File: config.mk
export PLATFORM = sky130hd
export DESIGN_NAME = osv_supervisor
export DESIGN_NICKNAME = d
export VERILOG_FILES = /design/src/pkg/osv_pkg.sv /design/src/osv_tick.sv /design/src/osv_aspect_filter.sv /design/src/osv_supervisor.sv
export VERILOG_INCLUDE_DIRS = /design/src /design/src/pkg
export SDC_FILE = /design/constraint.sdc
export NUM_CORES = 1
export LEC_CHECK = 0
export BUFFER_PORTS_ARGS = -buffer_cell sky130_fd_sc_hd__buf_2
export CORE_ASPECT_RATIO = 1.1
export CORE_MARGIN = 2
export CORE_UTILIZATION = 57
export CTS_CLUSTER_DIAMETER = 100
export DETAILED_ROUTE_END_ITERATION = 8
export GPL_TIMING_DRIVEN = 0
export PLACE_DENSITY = 0.78
export SLEW_MARGIN = 20
export SYNTH_ARGS = -nofsm -noshare
export SYNTH_HDL_FRONTEND = slang
export SYNTH_SLANG_ARGS = --single-unit
export TNS_END_PERCENT = 30
File: constraint.sdc
create_clock -name clk_sys_in -period 9.9 [get_ports clk_sys_in]
set_input_delay 0.99 -clock clk_sys_in [delete_from_list [all_inputs] [get_ports clk_sys_in]]
set_output_delay 0.99 -clock clk_sys_in [all_outputs]
set_load 0.02 [all_outputs]
File: src/pkg/osv_defines.svh
// Constants for the overspeed supervisor: timing, limits, tables
`ifndef OSV_DEFINES_SVH
`define OSV_DEFINES_SVH

// Clock and supervision sample period
`define OSV_CLK_NS 4
`define OSV_TICK_NS 10000000
`define OSV_TICK_CYC (`OSV_TICK_NS / `OSV_CLK_NS)
`define OSV_TICK_MS 10

// Response deadlines and operator acknowledge window, in ms and in ticks
`define OSV_RESP_MS 100
`define OSV_RESP_TICKS (`OSV_RESP_MS / `OSV_TICK_MS)
`define OSV_OFFCHK_MS 50
`define OSV_OFFCHK_TICKS (`OSV_OFFCHK_MS / `OSV_TICK_MS)
`define OSV_ACK_MS 2500
`define OSV_ACK_TICKS (`OSV_ACK_MS / `OSV_TICK_MS)

// Previous-aspect hold time defaults per line
`define OSV_HOLD_ORANGE_MS 1800
`define OSV_HOLD_RED_MS 2500

// Brake assurance delay: default, lower and upper bounds
`define OSV_BA_DLY_MS 2800
`define OSV_BA_MIN_MS 2500
`define OSV_BA_MAX_MS 3000

// Speeds in 0.1 mph, deceleration in 0.1 mphps
`define OSV_BA_RATE 16
`define OSV_OS_MARGIN 10'h00a
`define OSV_REG_BAND 10'h01e
`define OSV_MOTION_MIN 10'h005
`define OSV_WHEEL_NOM 6'h1b

// Consecutive code cycles before a new code is accepted
`define OSV_ACCEPT_CYCLES 2'h3

// Aspect tables, index 8 in the top slice down to index 0 (slowest)
`define OSV_NOM_TBL {10'h258, 10'h226, 10'h1f4, 10'h190, 10'h0fa, 10'h0b4, 10'h096, 10'h064, 10'h032}
`define OSV_EOS_TBL {10'h276, 10'h244, 10'h212, 10'h1a4, 10'h118, 10'h0d2, 10'h0b4, 10'h082, 10'h046}

`endif

File: src/pkg/osv_pkg.sv
// Types shared by the overspeed supervisor modules
package osv_pkg;

  typedef logic [3:0] osv_aspect_t;

  typedef struct packed {
    logic overspeed;
    logic emerg_overspeed;
    logic ba_fail;
    logic shutdown;
    logic motion;
  } osv_status_t;

  typedef enum logic [3:0] {
    OSV_IDLE = 4'h1,
    OSV_ALARM = 4'h2,
    OSV_ACKED = 4'h4,
    OSV_STOP = 4'h8
  } osv_brake_st_t;

endpackage : osv_pkg

File: src/osv_tick.sv
// Sample-period divider: one-cycle enable every CYC clocks
`timescale 1ns/1ns
module osv_tick #(
  parameter int CYC = 2500000
) (
  input wire logic clk_sys_in,
  input wire logic reset_n_in,
  output logic tick_out
);

  logic [31:0] cnt_r;

  always_ff @(posedge clk_sys_in or negedge reset_n_in) begin
    if (!reset_n_in) begin
      cnt_r <= 32'h0;
      tick_out <= 1'b0;
    end else if (cnt_r >= 32'(CYC - 1)) begin
      cnt_r <= 32'h0;
      tick_out <= 1'b1;
    end else begin
      cnt_r <= cnt_r + 32'h1;
      tick_out <= 1'b0;
    end
  end

endmodule : osv_tick

File: src/osv_aspect_filter.sv
// Cab-signal code recognition: most restrictive code, accepted after repeated cycles
`timescale 1ns/1ns
`include "osv_defines.svh"
module osv_aspect_filter #(
  parameter int NCODES = 9
) (
  input wire logic clk_sys_in,
  input wire logic reset_n_in,
  input wire logic code_cycle_in,
  input wire logic [NCODES-1:0] code_valid_in,
  output osv_pkg::osv_aspect_t aspect_out,
  output logic new_out
);

  osv_pkg::osv_aspect_t cand;
  osv_pkg::osv_aspect_t last_r;
  logic [1:0] cnt_r;

  // Lowest index is the slowest aspect
  always_comb begin
    cand = osv_pkg::osv_aspect_t'(0);
    for (int i = NCODES - 1; i >= 0; i--) begin
      if (code_valid_in[i]) begin
        cand = osv_pkg::osv_aspect_t'(i);
      end
    end
  end

  always_ff @(posedge clk_sys_in or negedge reset_n_in) begin
    if (!reset_n_in) begin
      last_r <= '0;
      cnt_r <= 2'h0;
    end else if (code_cycle_in) begin
      if (code_valid_in == '0) begin
        cnt_r <= 2'h0;
      end else if (cand != last_r || cnt_r == 2'h0) begin
        last_r <= cand;
        cnt_r <= 2'h1;
      end else if (cnt_r != `OSV_ACCEPT_CYCLES) begin
        cnt_r <= cnt_r + 2'h1;
      end
    end
  end

  always_ff @(posedge clk_sys_in or negedge reset_n_in) begin
    if (!reset_n_in) begin
      aspect_out <= '0;
      new_out <= 1'b0;
    end else begin
      new_out <= 1'b0;
      if (cnt_r == `OSV_ACCEPT_CYCLES && last_r != aspect_out) begin
        aspect_out <= last_r;
        new_out <= 1'b1;
      end
    end
  end

endmodule : osv_aspect_filter

File: src/osv_supervisor.sv
// Overspeed supervisor: limits, braking, emergency trainline, output checks, regulator
// Notes on behaviour
// - Flag overspeed, then request service brake promptly
// - Emergency overspeed drops emergency trainline promptly
// - System failure removes emergency trainline drive
// - Assurance timeout or empty bank drops trainline
// - New code accepted after three code cycles
// - Previous aspect held for programmable time
// - Overspeed limit is nominal plus 1 mph
// - Emergency limits follow the fixed table
// - Upgrade applies new emergency limit at once
// - Downgrade keeps old emergency limit until underspeed
// - Brake assurance rate parameter, default 1.6
// - Assurance delay 2.8 s, adjustable 2.5-3
// - Stuck-on output shuts all three vital outputs down
// - Motion reported from 0.5 mph upward
// - Wheel diameter writable only with key
// - Simultaneous codes enforce most restrictive aspect
// - Regulator caps speed at nominal, 3 below
// - Unacknowledged overspeed brakes to a full stop
// - No emergency drop when already decelerating enough
`timescale 1ns/1ns
`include "osv_defines.svh"
module osv_supervisor #(
  parameter int SAMPLE_CYC = `OSV_TICK_CYC,
  parameter bit RED_LINE = 1'b0,
  parameter logic [7:0] BA_RATE = 8'(`OSV_BA_RATE),
  parameter int NCODES = 9
) (
  input wire logic clk_sys_in,
  input wire logic reset_n_in,
  input wire logic code_cycle_in,
  input wire logic [NCODES-1:0] code_valid_in,
  input wire logic [9:0] speed_raw_in,
  input wire logic [7:0] decel_in,
  input wire logic ack_full_service_in,
  input wire logic reg_mode_in,
  input wire logic full_power_in,
  input wire logic sys_fail_in,
  input wire logic bank_empty_in,
  input wire logic [2:0] out_fb_in,
  input wire logic key_ok_in,
  input wire logic wheel_wr_in,
  input wire logic [5:0] wheel_dia_in,
  input wire logic hold_wr_in,
  input wire logic [11:0] hold_ms_in,
  input wire logic ba_wr_in,
  input wire logic [11:0] ba_ms_in,
  output logic emerg_ok_out,
  output logic brake_apply_n_out,
  output logic traction_en_out,
  output osv_pkg::osv_aspect_t aspect_out,
  output osv_pkg::osv_status_t status_out
);

  function automatic logic [9:0] nom_of(input osv_pkg::osv_aspect_t idx);
    logic [10*NCODES-1:0] tbl;
    tbl = `OSV_NOM_TBL;
    nom_of = tbl[idx*10 +: 10];
  endfunction : nom_of

  function automatic logic [9:0] eos_of(input osv_pkg::osv_aspect_t idx);
    logic [10*NCODES-1:0] tbl;
    tbl = `OSV_EOS_TBL;
    eos_of = tbl[idx*10 +: 10];
  endfunction : eos_of

  function automatic logic [8:0] ms_to_ticks(input logic [11:0] ms);
    ms_to_ticks = 9'(ms / 12'(`OSV_TICK_MS));
  endfunction : ms_to_ticks

  logic tick;
  logic new_asp;
  osv_pkg::osv_aspect_t act_idx;
  osv_pkg::osv_aspect_t enf_idx_r;
  osv_pkg::osv_aspect_t eos_idx_r;
  osv_pkg::osv_brake_st_t st_r;
  osv_pkg::osv_brake_st_t st_nxt;
  logic [5:0] dia_r;
  logic [9:0] spd_r;
  logic [8:0] hold_ticks_r;
  logic [8:0] hold_cnt_r;
  logic [8:0] ba_ticks_r;
  logic [8:0] ba_cnt_r;
  logic [8:0] ack_cnt_r;
  logic [3:0] off_cnt_r;
  logic ovs_r;
  logic eos_r;
  logic ba_fail_r;
  logic shut_r;
  logic emerg_lat_r;
  logic reg_on_r;
  logic [9:0] os_lim;
  logic [9:0] new_os_lim;
  logic [9:0] eos_lim;
  logic [9:0] nom_spd;
  logic decel_ok;
  logic drop_now;
  logic [2:0] stuck;
  logic [11:0] ba_ms_clip;
  logic [15:0] spd_prod;

  osv_tick #(
    .CYC(SAMPLE_CYC)
  ) u_tick (
    .clk_sys_in(clk_sys_in),
    .reset_n_in(reset_n_in),
    .tick_out(tick)
  );

  osv_aspect_filter #(
    .NCODES(NCODES)
  ) u_filter (
    .clk_sys_in(clk_sys_in),
    .reset_n_in(reset_n_in),
    .code_cycle_in(code_cycle_in),
    .code_valid_in(code_valid_in),
    .aspect_out(act_idx),
    .new_out(new_asp)
  );

  assign nom_spd = nom_of(enf_idx_r);
  assign os_lim = nom_spd + `OSV_OS_MARGIN;
  assign new_os_lim = nom_of(act_idx) + `OSV_OS_MARGIN;
  assign eos_lim = eos_of(eos_idx_r);
  assign decel_ok = decel_in >= BA_RATE;
  assign spd_prod = speed_raw_in * dia_r;
  assign ba_ms_clip = (ba_ms_in < 12'(`OSV_BA_MIN_MS)) ? 12'(`OSV_BA_MIN_MS) :
                      (ba_ms_in > 12'(`OSV_BA_MAX_MS)) ? 12'(`OSV_BA_MAX_MS) : ba_ms_in;
  assign stuck = out_fb_in & ~{traction_en_out, brake_apply_n_out, emerg_ok_out};
  assign drop_now = (eos_r && !decel_ok) || ba_fail_r || bank_empty_in || sys_fail_in || shut_r;

  // Settings, guarded wheel diameter
  always_ff @(posedge clk_sys_in or negedge reset_n_in) begin
    if (!reset_n_in) begin
      dia_r <= `OSV_WHEEL_NOM;
      hold_ticks_r <= RED_LINE ? 9'(`OSV_HOLD_RED_MS / `OSV_TICK_MS) : 9'(`OSV_HOLD_ORANGE_MS / `OSV_TICK_MS);
      ba_ticks_r <= 9'(`OSV_BA_DLY_MS / `OSV_TICK_MS);
    end else begin
      if (wheel_wr_in && key_ok_in) begin
        dia_r <= wheel_dia_in;
      end
      if (hold_wr_in) begin
        hold_ticks_r <= ms_to_ticks(hold_ms_in);
      end
      if (ba_wr_in) begin
        ba_ticks_r <= ms_to_ticks(ba_ms_clip);
      end
    end
  end

  // Speed scaled from the nominal wheel to the set wheel
  always_ff @(posedge clk_sys_in or negedge reset_n_in) begin
    if (!reset_n_in) begin
      spd_r <= 10'h000;
    end else begin
      spd_r <= 10'(spd_prod / 16'(`OSV_WHEEL_NOM));
    end
  end

  // Aspect enforced for overspeed, after the hold time
  always_ff @(posedge clk_sys_in or negedge reset_n_in) begin
    if (!reset_n_in) begin
      enf_idx_r <= '0;
      hold_cnt_r <= 9'h000;
    end else if (new_asp) begin
      hold_cnt_r <= hold_ticks_r;
    end else if (hold_cnt_r != 9'h000) begin
      if (tick) begin
        hold_cnt_r <= hold_cnt_r - 9'h001;
      end
    end else begin
      enf_idx_r <= act_idx;
    end
  end

  // Emergency limit aspect: upgrades at once, downgrades once underspeed
  always_ff @(posedge clk_sys_in or negedge reset_n_in) begin
    if (!reset_n_in) begin
      eos_idx_r <= '0;
    end else if (act_idx >= eos_idx_r) begin
      eos_idx_r <= act_idx;
    end else if (spd_r < new_os_lim) begin
      eos_idx_r <= act_idx;
    end
  end

  // Sampled limit comparison
  always_ff @(posedge clk_sys_in or negedge reset_n_in) begin
    if (!reset_n_in) begin
      ovs_r <= 1'b0;
      eos_r <= 1'b0;
    end else if (tick) begin
      ovs_r <= spd_r > os_lim;
      eos_r <= spd_r > eos_lim;
    end
  end

  // Service brake sequence after an overspeed
  always_comb begin
    st_nxt = st_r;
    case (st_r)
      osv_pkg::OSV_IDLE: begin
        if (ovs_r) begin
          st_nxt = osv_pkg::OSV_ALARM;
        end
      end
      osv_pkg::OSV_ALARM: begin
        if (ack_full_service_in) begin
          st_nxt = osv_pkg::OSV_ACKED;
        end else if (ack_cnt_r >= 9'(`OSV_ACK_TICKS)) begin
          st_nxt = osv_pkg::OSV_STOP;
        end
      end
      osv_pkg::OSV_ACKED: begin
        if (!ovs_r) begin
          st_nxt = osv_pkg::OSV_IDLE;
        end
      end
      osv_pkg::OSV_STOP: begin
        if (spd_r == 10'h000 && !ovs_r) begin
          st_nxt = osv_pkg::OSV_IDLE;
        end
      end
      default: begin
        st_nxt = osv_pkg::OSV_STOP;
      end
    endcase
  end

  always_ff @(posedge clk_sys_in or negedge reset_n_in) begin
    if (!reset_n_in) begin
      st_r <= osv_pkg::OSV_IDLE;
    end else begin
      st_r <= st_nxt;
    end
  end

  always_ff @(posedge clk_sys_in or negedge reset_n_in) begin
    if (!reset_n_in) begin
      ack_cnt_r <= 9'h000;
    end else if (st_r != osv_pkg::OSV_ALARM) begin
      ack_cnt_r <= 9'h000;
    end else if (tick) begin
      ack_cnt_r <= ack_cnt_r + 9'h001;
    end
  end

  // Brake assurance timer, running from overspeed detection
  always_ff @(posedge clk_sys_in or negedge reset_n_in) begin
    if (!reset_n_in) begin
      ba_cnt_r <= 9'h000;
      ba_fail_r <= 1'b0;
    end else if (st_r == osv_pkg::OSV_IDLE) begin
      ba_cnt_r <= 9'h000;
      ba_fail_r <= 1'b0;
    end else if (tick && !decel_ok) begin
      if (ba_cnt_r >= ba_ticks_r) begin
        ba_fail_r <= 1'b1;
      end else begin
        ba_cnt_r <= ba_cnt_r + 9'h001;
      end
    end
  end

  // Outputs that stay energised after being commanded off
  always_ff @(posedge clk_sys_in or negedge reset_n_in) begin
    if (!reset_n_in) begin
      off_cnt_r <= 4'h0;
      shut_r <= 1'b0;
    end else if (tick) begin
      if (stuck == 3'h0) begin
        off_cnt_r <= 4'h0;
      end else if (off_cnt_r >= 4'(`OSV_OFFCHK_TICKS - 1)) begin
        shut_r <= 1'b1;
      end else begin
        off_cnt_r <= off_cnt_r + 4'h1;
      end
    end
  end

  // Emergency trainline drop, latched until standstill
  always_ff @(posedge clk_sys_in or negedge reset_n_in) begin
    if (!reset_n_in) begin
      emerg_lat_r <= 1'b0;
    end else if (drop_now) begin
      emerg_lat_r <= 1'b1;
    end else if (spd_r == 10'h000) begin
      emerg_lat_r <= 1'b0;
    end
  end

  // Regulator hysteresis under the nominal speed
  always_ff @(posedge clk_sys_in or negedge reset_n_in) begin
    if (!reset_n_in) begin
      reg_on_r <= 1'b0;
    end else if (spd_r >= nom_spd) begin
      reg_on_r <= 1'b0;
    end else if (spd_r + `OSV_REG_BAND <= nom_spd) begin
      reg_on_r <= 1'b1;
    end
  end

  // Registered outputs; low is the safe state of every vital output
  always_ff @(posedge clk_sys_in or negedge reset_n_in) begin
    if (!reset_n_in) begin
      emerg_ok_out <= 1'b0;
      brake_apply_n_out <= 1'b0;
      traction_en_out <= 1'b0;
    end else if (shut_r) begin
      emerg_ok_out <= 1'b0;
      brake_apply_n_out <= 1'b0;
      traction_en_out <= 1'b0;
    end else begin
      emerg_ok_out <= !(drop_now || emerg_lat_r);
      brake_apply_n_out <= !(ovs_r || st_r != osv_pkg::OSV_IDLE);
      traction_en_out <= full_power_in && !ovs_r && st_r == osv_pkg::OSV_IDLE && !emerg_lat_r &&
                         (!reg_mode_in || reg_on_r);
    end
  end

  always_ff @(posedge clk_sys_in or negedge reset_n_in) begin
    if (!reset_n_in) begin
      aspect_out <= '0;
      status_out <= '0;
    end else begin
      aspect_out <= enf_idx_r;
      status_out.overspeed <= ovs_r;
      status_out.emerg_overspeed <= eos_r;
      status_out.ba_fail <= ba_fail_r;
      status_out.shutdown <= shut_r;
      status_out.motion <= spd_r >= `OSV_MOTION_MIN;
    end
  end
endmodule : osv_supervisor

[Yosys cells after proc, flatten, opt, wreduce, memory -nomap -nowiden]
Cells that the tools add are included.
Storage, ports and cells
  word-level logic and storage cells: 178
  output and inout port bits: 12
  register bits after elaboration: 139
Cells by class
  eq/ne operators: 16
  reduce and logical (&&, ||, !) cells: 46
  divide/modulo/power cells: 3
  order comparisons: 14
  shifts and indexed selects: 3
  multiplexer cells: 45
  multiply operators: 4
  $add $sub $neg: 9
  bitwise operators: 6
Operators with widths (count)
  $shiftx 90x9->10 const A: 3
  $mux 4: 18
  $mux 9: 8
  $add 32x1->32 const B: 1
  $ge 32x22->1 const B: 1
  $mux 32: 1
  $div 12x4->12 const B: 2
  $mux 12: 2
  $mul 4x3->7 const B: 3
  $add 10x4->10 const B: 2
  $gt 10x10->1: 2
  $add 9x1->9 const B: 2
  $div 16x5->16 const B: 1
  $mul 10x6->16: 1
  $pmux 4 s4: 1
  $reduce_bool 2->1: 8
  $gt 12x12->1 const B: 1
  $lt 12x12->1 const B: 1
  $mux 1: 12
  $reduce_and 2->1: 6
  $add 10x5->10 const B: 1
  $ge 10x10->1: 1
  $ge 10x3->1 const B: 1
  $le 10x10->1: 1
  35 further kinds: 66

[Logic depth before layout (Yosys ltp)]
  word-level depth: 13
  depth in mapped cells: 50
  gate-level depth less buffers: 41

[Cells and area by module]
From an unflattened synthesis, not the netlist that was laid out.
Unflattened totals
  cells, all modules: 1656
  area total of the unflattened synthesis: 14015.9 um^2
Modules (own cells, without submodules)
  osv_supervisor: cells each 1446, area each 11822.6 um^2, times used 1
  osv_tick: cells each 140, area each 1481.4 um^2, times used 1
  osv_aspect_filter: cells each 70, area each 711.9 um^2, times used 1

[Worst setup path after synthesis]
OpenSTA, ideal clock, no wires.
  path kind: input-to-reg
  from: input speed_raw_in[3]
  to: register spd_r[0]
  data required time: 9.835 ns
  path slack: -0.549 ns
  stages on the path: 41
  data arrival time: 10.384 ns
  cell sequence: and2_1 > fa_1 > inv_1 > fa_1 > fa_1 > inv_1 > ha_1 > buf_6 > a211oi_2 > o21ai_2 > mux2_1 > and2_1 > buf_2 > o311ai_2 > a221o_1 > and3_1 > a221oi_2 > a311o_1 > [5 not listed] > nand3_1 > mux2_4 > a211oi_1 > o22ai_1 > o211a_1 > buf_6 > maj3_2 > a2111oi_4 > nor3_1 > o31a_4 > xnor2_1 > ha_1 > o21bai_1 > nor4_1 > o31a_1 > mux2_1 > a22oi_1 > o21a_1
On the way
  longest elaborated chain between the ends: 2
Ends and longest elaborated chain
  start, declared: RTL line osv_supervisor.sv:34  | input wire logic [9:0] speed_raw_in,
  $mul 10x6->16: RTL line osv_supervisor.sv:127  | assign spd_prod = speed_raw_in * dia_r;
  $div 16x5->16: RTL line osv_supervisor.sv:157  | spd_r <= 10'(spd_prod / 16'(`OSV_WHEEL_NOM));
  end signal, assigned: RTL line osv_supervisor.sv:157
  end, declared: RTL line osv_supervisor.sv:80  | logic [9:0] spd_r;
Every way passes these cells.
A chain may end at the register's enable or synchronous reset.

[Final worst setup path]
  from: input speed_raw_in[7]
  to: register spd_r[0]
The elaborated chain is that of the path after synthesis.

==> metrics.md <==
| Metric | Value |
|---|---|
| Worst reg2reg path startpoint | dia_r[4] |
| Design Area, Final | 17,800 sq um |
| TritonCTS Buffers | 17 |
| Hold_buf cts | 0 |
| Largest stage delay on the critical path | between 0.5 and 0.6 ns |
| Drt via density | 6.31 |
| Initial drt markers | roughly 1,000 |
| Routed wire per std cell | 17.8 um |
| CTS root buf | clkbuf_16 |
| Hold Fails Final Rpt | 0 |
| Post-synth cell types | approximately 110 |
| Routed Antenna Nets | 0 |
| Filler Cell Count | 1,768 |
| Largest area contributor in the netlist | dfrtp_1 |
| Critical path depth in cells | 45 |
| Critical Path RT | a little over 10 ns |
| RSZ-0062 raised after global routing | yes |
| Synthesized area per cell | a little over 8 sq um |
| Share of cells above drive strength 1 | between 20% and 30% |
| Min Tclk post-route | roughly 11 ns |
| Worst path top cell family by delay | compound AO/OA/AOI/OAI gates |
| Vias | between 10,000 and 15,000 |
| Area delta synth->final | 25.0% |
| Worst setup path end | spd_r[0] |
| Worst Setup Path Type | in -> reg |
| Die H | about 170 um |
| Max-Cap Viols | 0 |
| Clock sink count | 139 |
| Initial Utilization | 58.1% |
| Post-Syn Area | approximately 14,000 sq um |
| Hpwl dp | 25.4 mm |
| Register area | between 3000 and 4000 sq um |
| Die Span X | about 150 um |
| Status | complete, but fails checks |
| First-pass GRT wire length | roughly 63 mm |
| CP endpoint kind | register |
| DIE AREA | between 20,000 and 30,000 sq um |
| F_max | between 90 and 100 MHz |
| Finished Layout Cells | 2,245 |
| Core area | 24,500 sq um |
| Largest net degree at the start of global routing | roughly 110 |
| Crit path top cell by count | buf_6 |
| # rows | 60 |
| Reg2reg end | spd_r[0] |
| Max-slew violation count | 0 |
| Final Wtd Congestion | between 0.9 and 1 |
| GRT Overall Usage | 28.2% |
| Clock Latency Late Sink | between 0.4 and 0.5 ns |
| Min-delay worst type | reg -> reg |
| Data arrival time of the worst path | around 11 ns |
| R2r worst-path depth | 44 |
| Grt ovf | 0 |
| Drt first pass iters | 8 |
| Remaining routing DRC violations | 0 |
| Worst hold slack | between 0.4 and 0.5 ns |
| Synth top area share | about 22% |
| Seq/Total Area, Yosys | ~24% |
| Port bufs | about 70 |
| Crit path buffers/inverters | 8 |
| Worst Setup Slack, final | -0.704 ns |
| Slowest CP cell | fa_1 |
| Failing checks | negative setup slack |
| Clock skew | around 0.0094 ns |
| CTS Buffer Depth | 2 |
| Share of flip-flops with an asynchronous set or reset | 100% |
| Multi-input logic area | between 10,000 and 15,000 sq um |
| # setup viols final | 2 |
| Ranking of synthesized cells by area | dfrtp_1 22%, ha_1 9.6%, fa_1 4.6% |
| Post-DP Area | roughly 15,000 sq um |
| CP Launch Type | input port |
| Primary FF master, synth | dfrtp_1 |
| Slew @ Worst Pin | between 1 and 1.5 ns |
| Mapped Cells | 1,723 |
| Setup crit start | speed_raw_in[7] |
| Vias in the first global route | ~14,000 |
| Placed cells | between 2,000 and 2,500 |
| Clk pin slew, worst setup/hold paths | 0.06 ns |
| Setup TNS | -0.870 ns |
| Initial antenna violation count | 1 |
| R2r setup slk | -0.62 ns |
| Worst rel slew slack | 24.8% |
| Synth warnings | 0 |
| Top-level I/O count | between 80 and 90 |
| Synth Register Bits | 139 |
| Post-synth EDFFs | 0 |
| Worst-path fanout max | 8 |
| CTS tree | built |
| NumNets Final | ~2,100 |
| Max H-tree Level | 4 |
| Routed Wire Length | 40.0 mm |
| Tcrit/Tclk final | 107% |
==> worst reg2reg max path: cells and delay by family, from the launching register on <==
kind	cells	cell delay [ns]
AO/OA/AOI/OAI	21	4.88
adder cells (fa/ha/maj)	6	2.43
AND/OR/NAND/NOR	8	1.14
buffers and inverters	7	0.95
flip-flops	1	0.65
XOR/XNOR	1	0.21
multiplexers	1	0.14
==> kinds of logic (layout without fill, tap and decap cells) <==
logic type	count (synthesis)	in the layout	share of synthesized area (%)
AND/OR/NAND/NOR	631	631	21.9
AO/OA/AOI/OAI	499	499	25.0
buffers and inverters	173	375	4.97
adder cells (fa/ha/maj)	146	146	14.5
flip-flops	139	139	24.5
XOR/XNOR	102	102	6.52
multiplexers	32	32	2.56
other	1	11	0.0263
==> cells in the mapped netlist, types with 17 or more instances <==
library cell and instances:
and2_1 61, a211oi_1 23, nor4_1 17, o21ai_0 101, nand2_1 145, nand2b_1 23
inv_1 99, a21oi_1 114, nor2b_1 22, a31oi_1 18, xnor2_1 52, nor3_1 41
xor2_1 45, a21o_1 25, clkbuf_1 45, nor2_1 162, nand4_1 35, nand3_1 59
o21a_1 21, dfrtp_1 127, ha_1 110, fa_1 33
==> area by class of cell <==
cell class              count  share of cell area [%]
clock buffers              18                    2.46
flip-flops and latches    139                    19.6
inverters                 101                    2.13
repair buffers            181                    7.40
multi-input cells        1420                    63.1
well taps                 310                    2.17
clock inverters            14                    1.16
diodes                      1                  0.0140
plain buffers              61                    1.96
==> placed cells by master, fill, tap and decap left out, types with 38 or more instances in the layout <==
cell | Yosys | final
nor2_1 | 162 | 157
nand2_1 | 145 | 139
dfrtp_1 | 127 | 127
ha_1 | 110 | 104
buf_4 | 3 | 102
a21oi_1 | 114 | 101
inv_1 | 99 | 99
o21ai_0 | 101 | 95
buf_2 | 15 | 68
and2_1 | 61 | 50
nand3_1 | 59 | 50
xnor2_1 | 52 | 49
xor2_1 | 45 | 44
clkbuf_1 | 45 | 38
nor3_1 | 41 | 38
==> how the worst min path moves through the flow <==
stage                          from             to  slack, ns  cells past startpoint
after global placement    ba_fail_r  status_out[2]       0.40                      0
after detailed placement  ba_fail_r  status_out[2]       0.41                      0
after CTS                 ba_fail_r  status_out[2]       0.42                      0
after floorplan               eos_r  status_out[3]       0.37                      0
final                     ba_fail_r  status_out[2]       0.41                      0
after global routing      ba_fail_r  status_out[2]       0.44                      0
==> stage by stage <==
step                      utilization (%)  setup WS, ns
after floorplan                         -        -0.284
after CTS                            69.9        -0.339
final                                72.7        -0.704
after global routing                 72.7         -1.01
after detailed placement             62.3         -1.56
after global placement               62.1         -1.56
==> routing by layer <==
metal	wire length [um]	global-route usage, %
met4	1460	9.46
met5	0	0
met1	16100	34.4
met3	2170	3.59
met2	20300	51.4
==> what timing repair did <==
| item | 4_1_cts | 5_1_grt |
|---|---|---|
| cloned | 1 | 0 |
| gates resized for setup | 146 | 72 |
| setup endpoints to repair | 2 | 2 |
| buffers inserted | 70 | 37 |
| pin swaps | 91 | 74 |
==> state kept, by name, summed over array words and instances (netlist names), 5 cells and up <==
register	flops
ack_cnt_r	9
hold_ticks_r	9
status_out	5
ba_ticks_r	9
spd_r	10
hold_cnt_r	9
u_tick.cnt_r	32
ba_cnt_r	9
dia_r	6
Power is left out: the tool's default activity adds up to more than one toggle a clock period on the data nets, which glitch-free logic cannot reach.
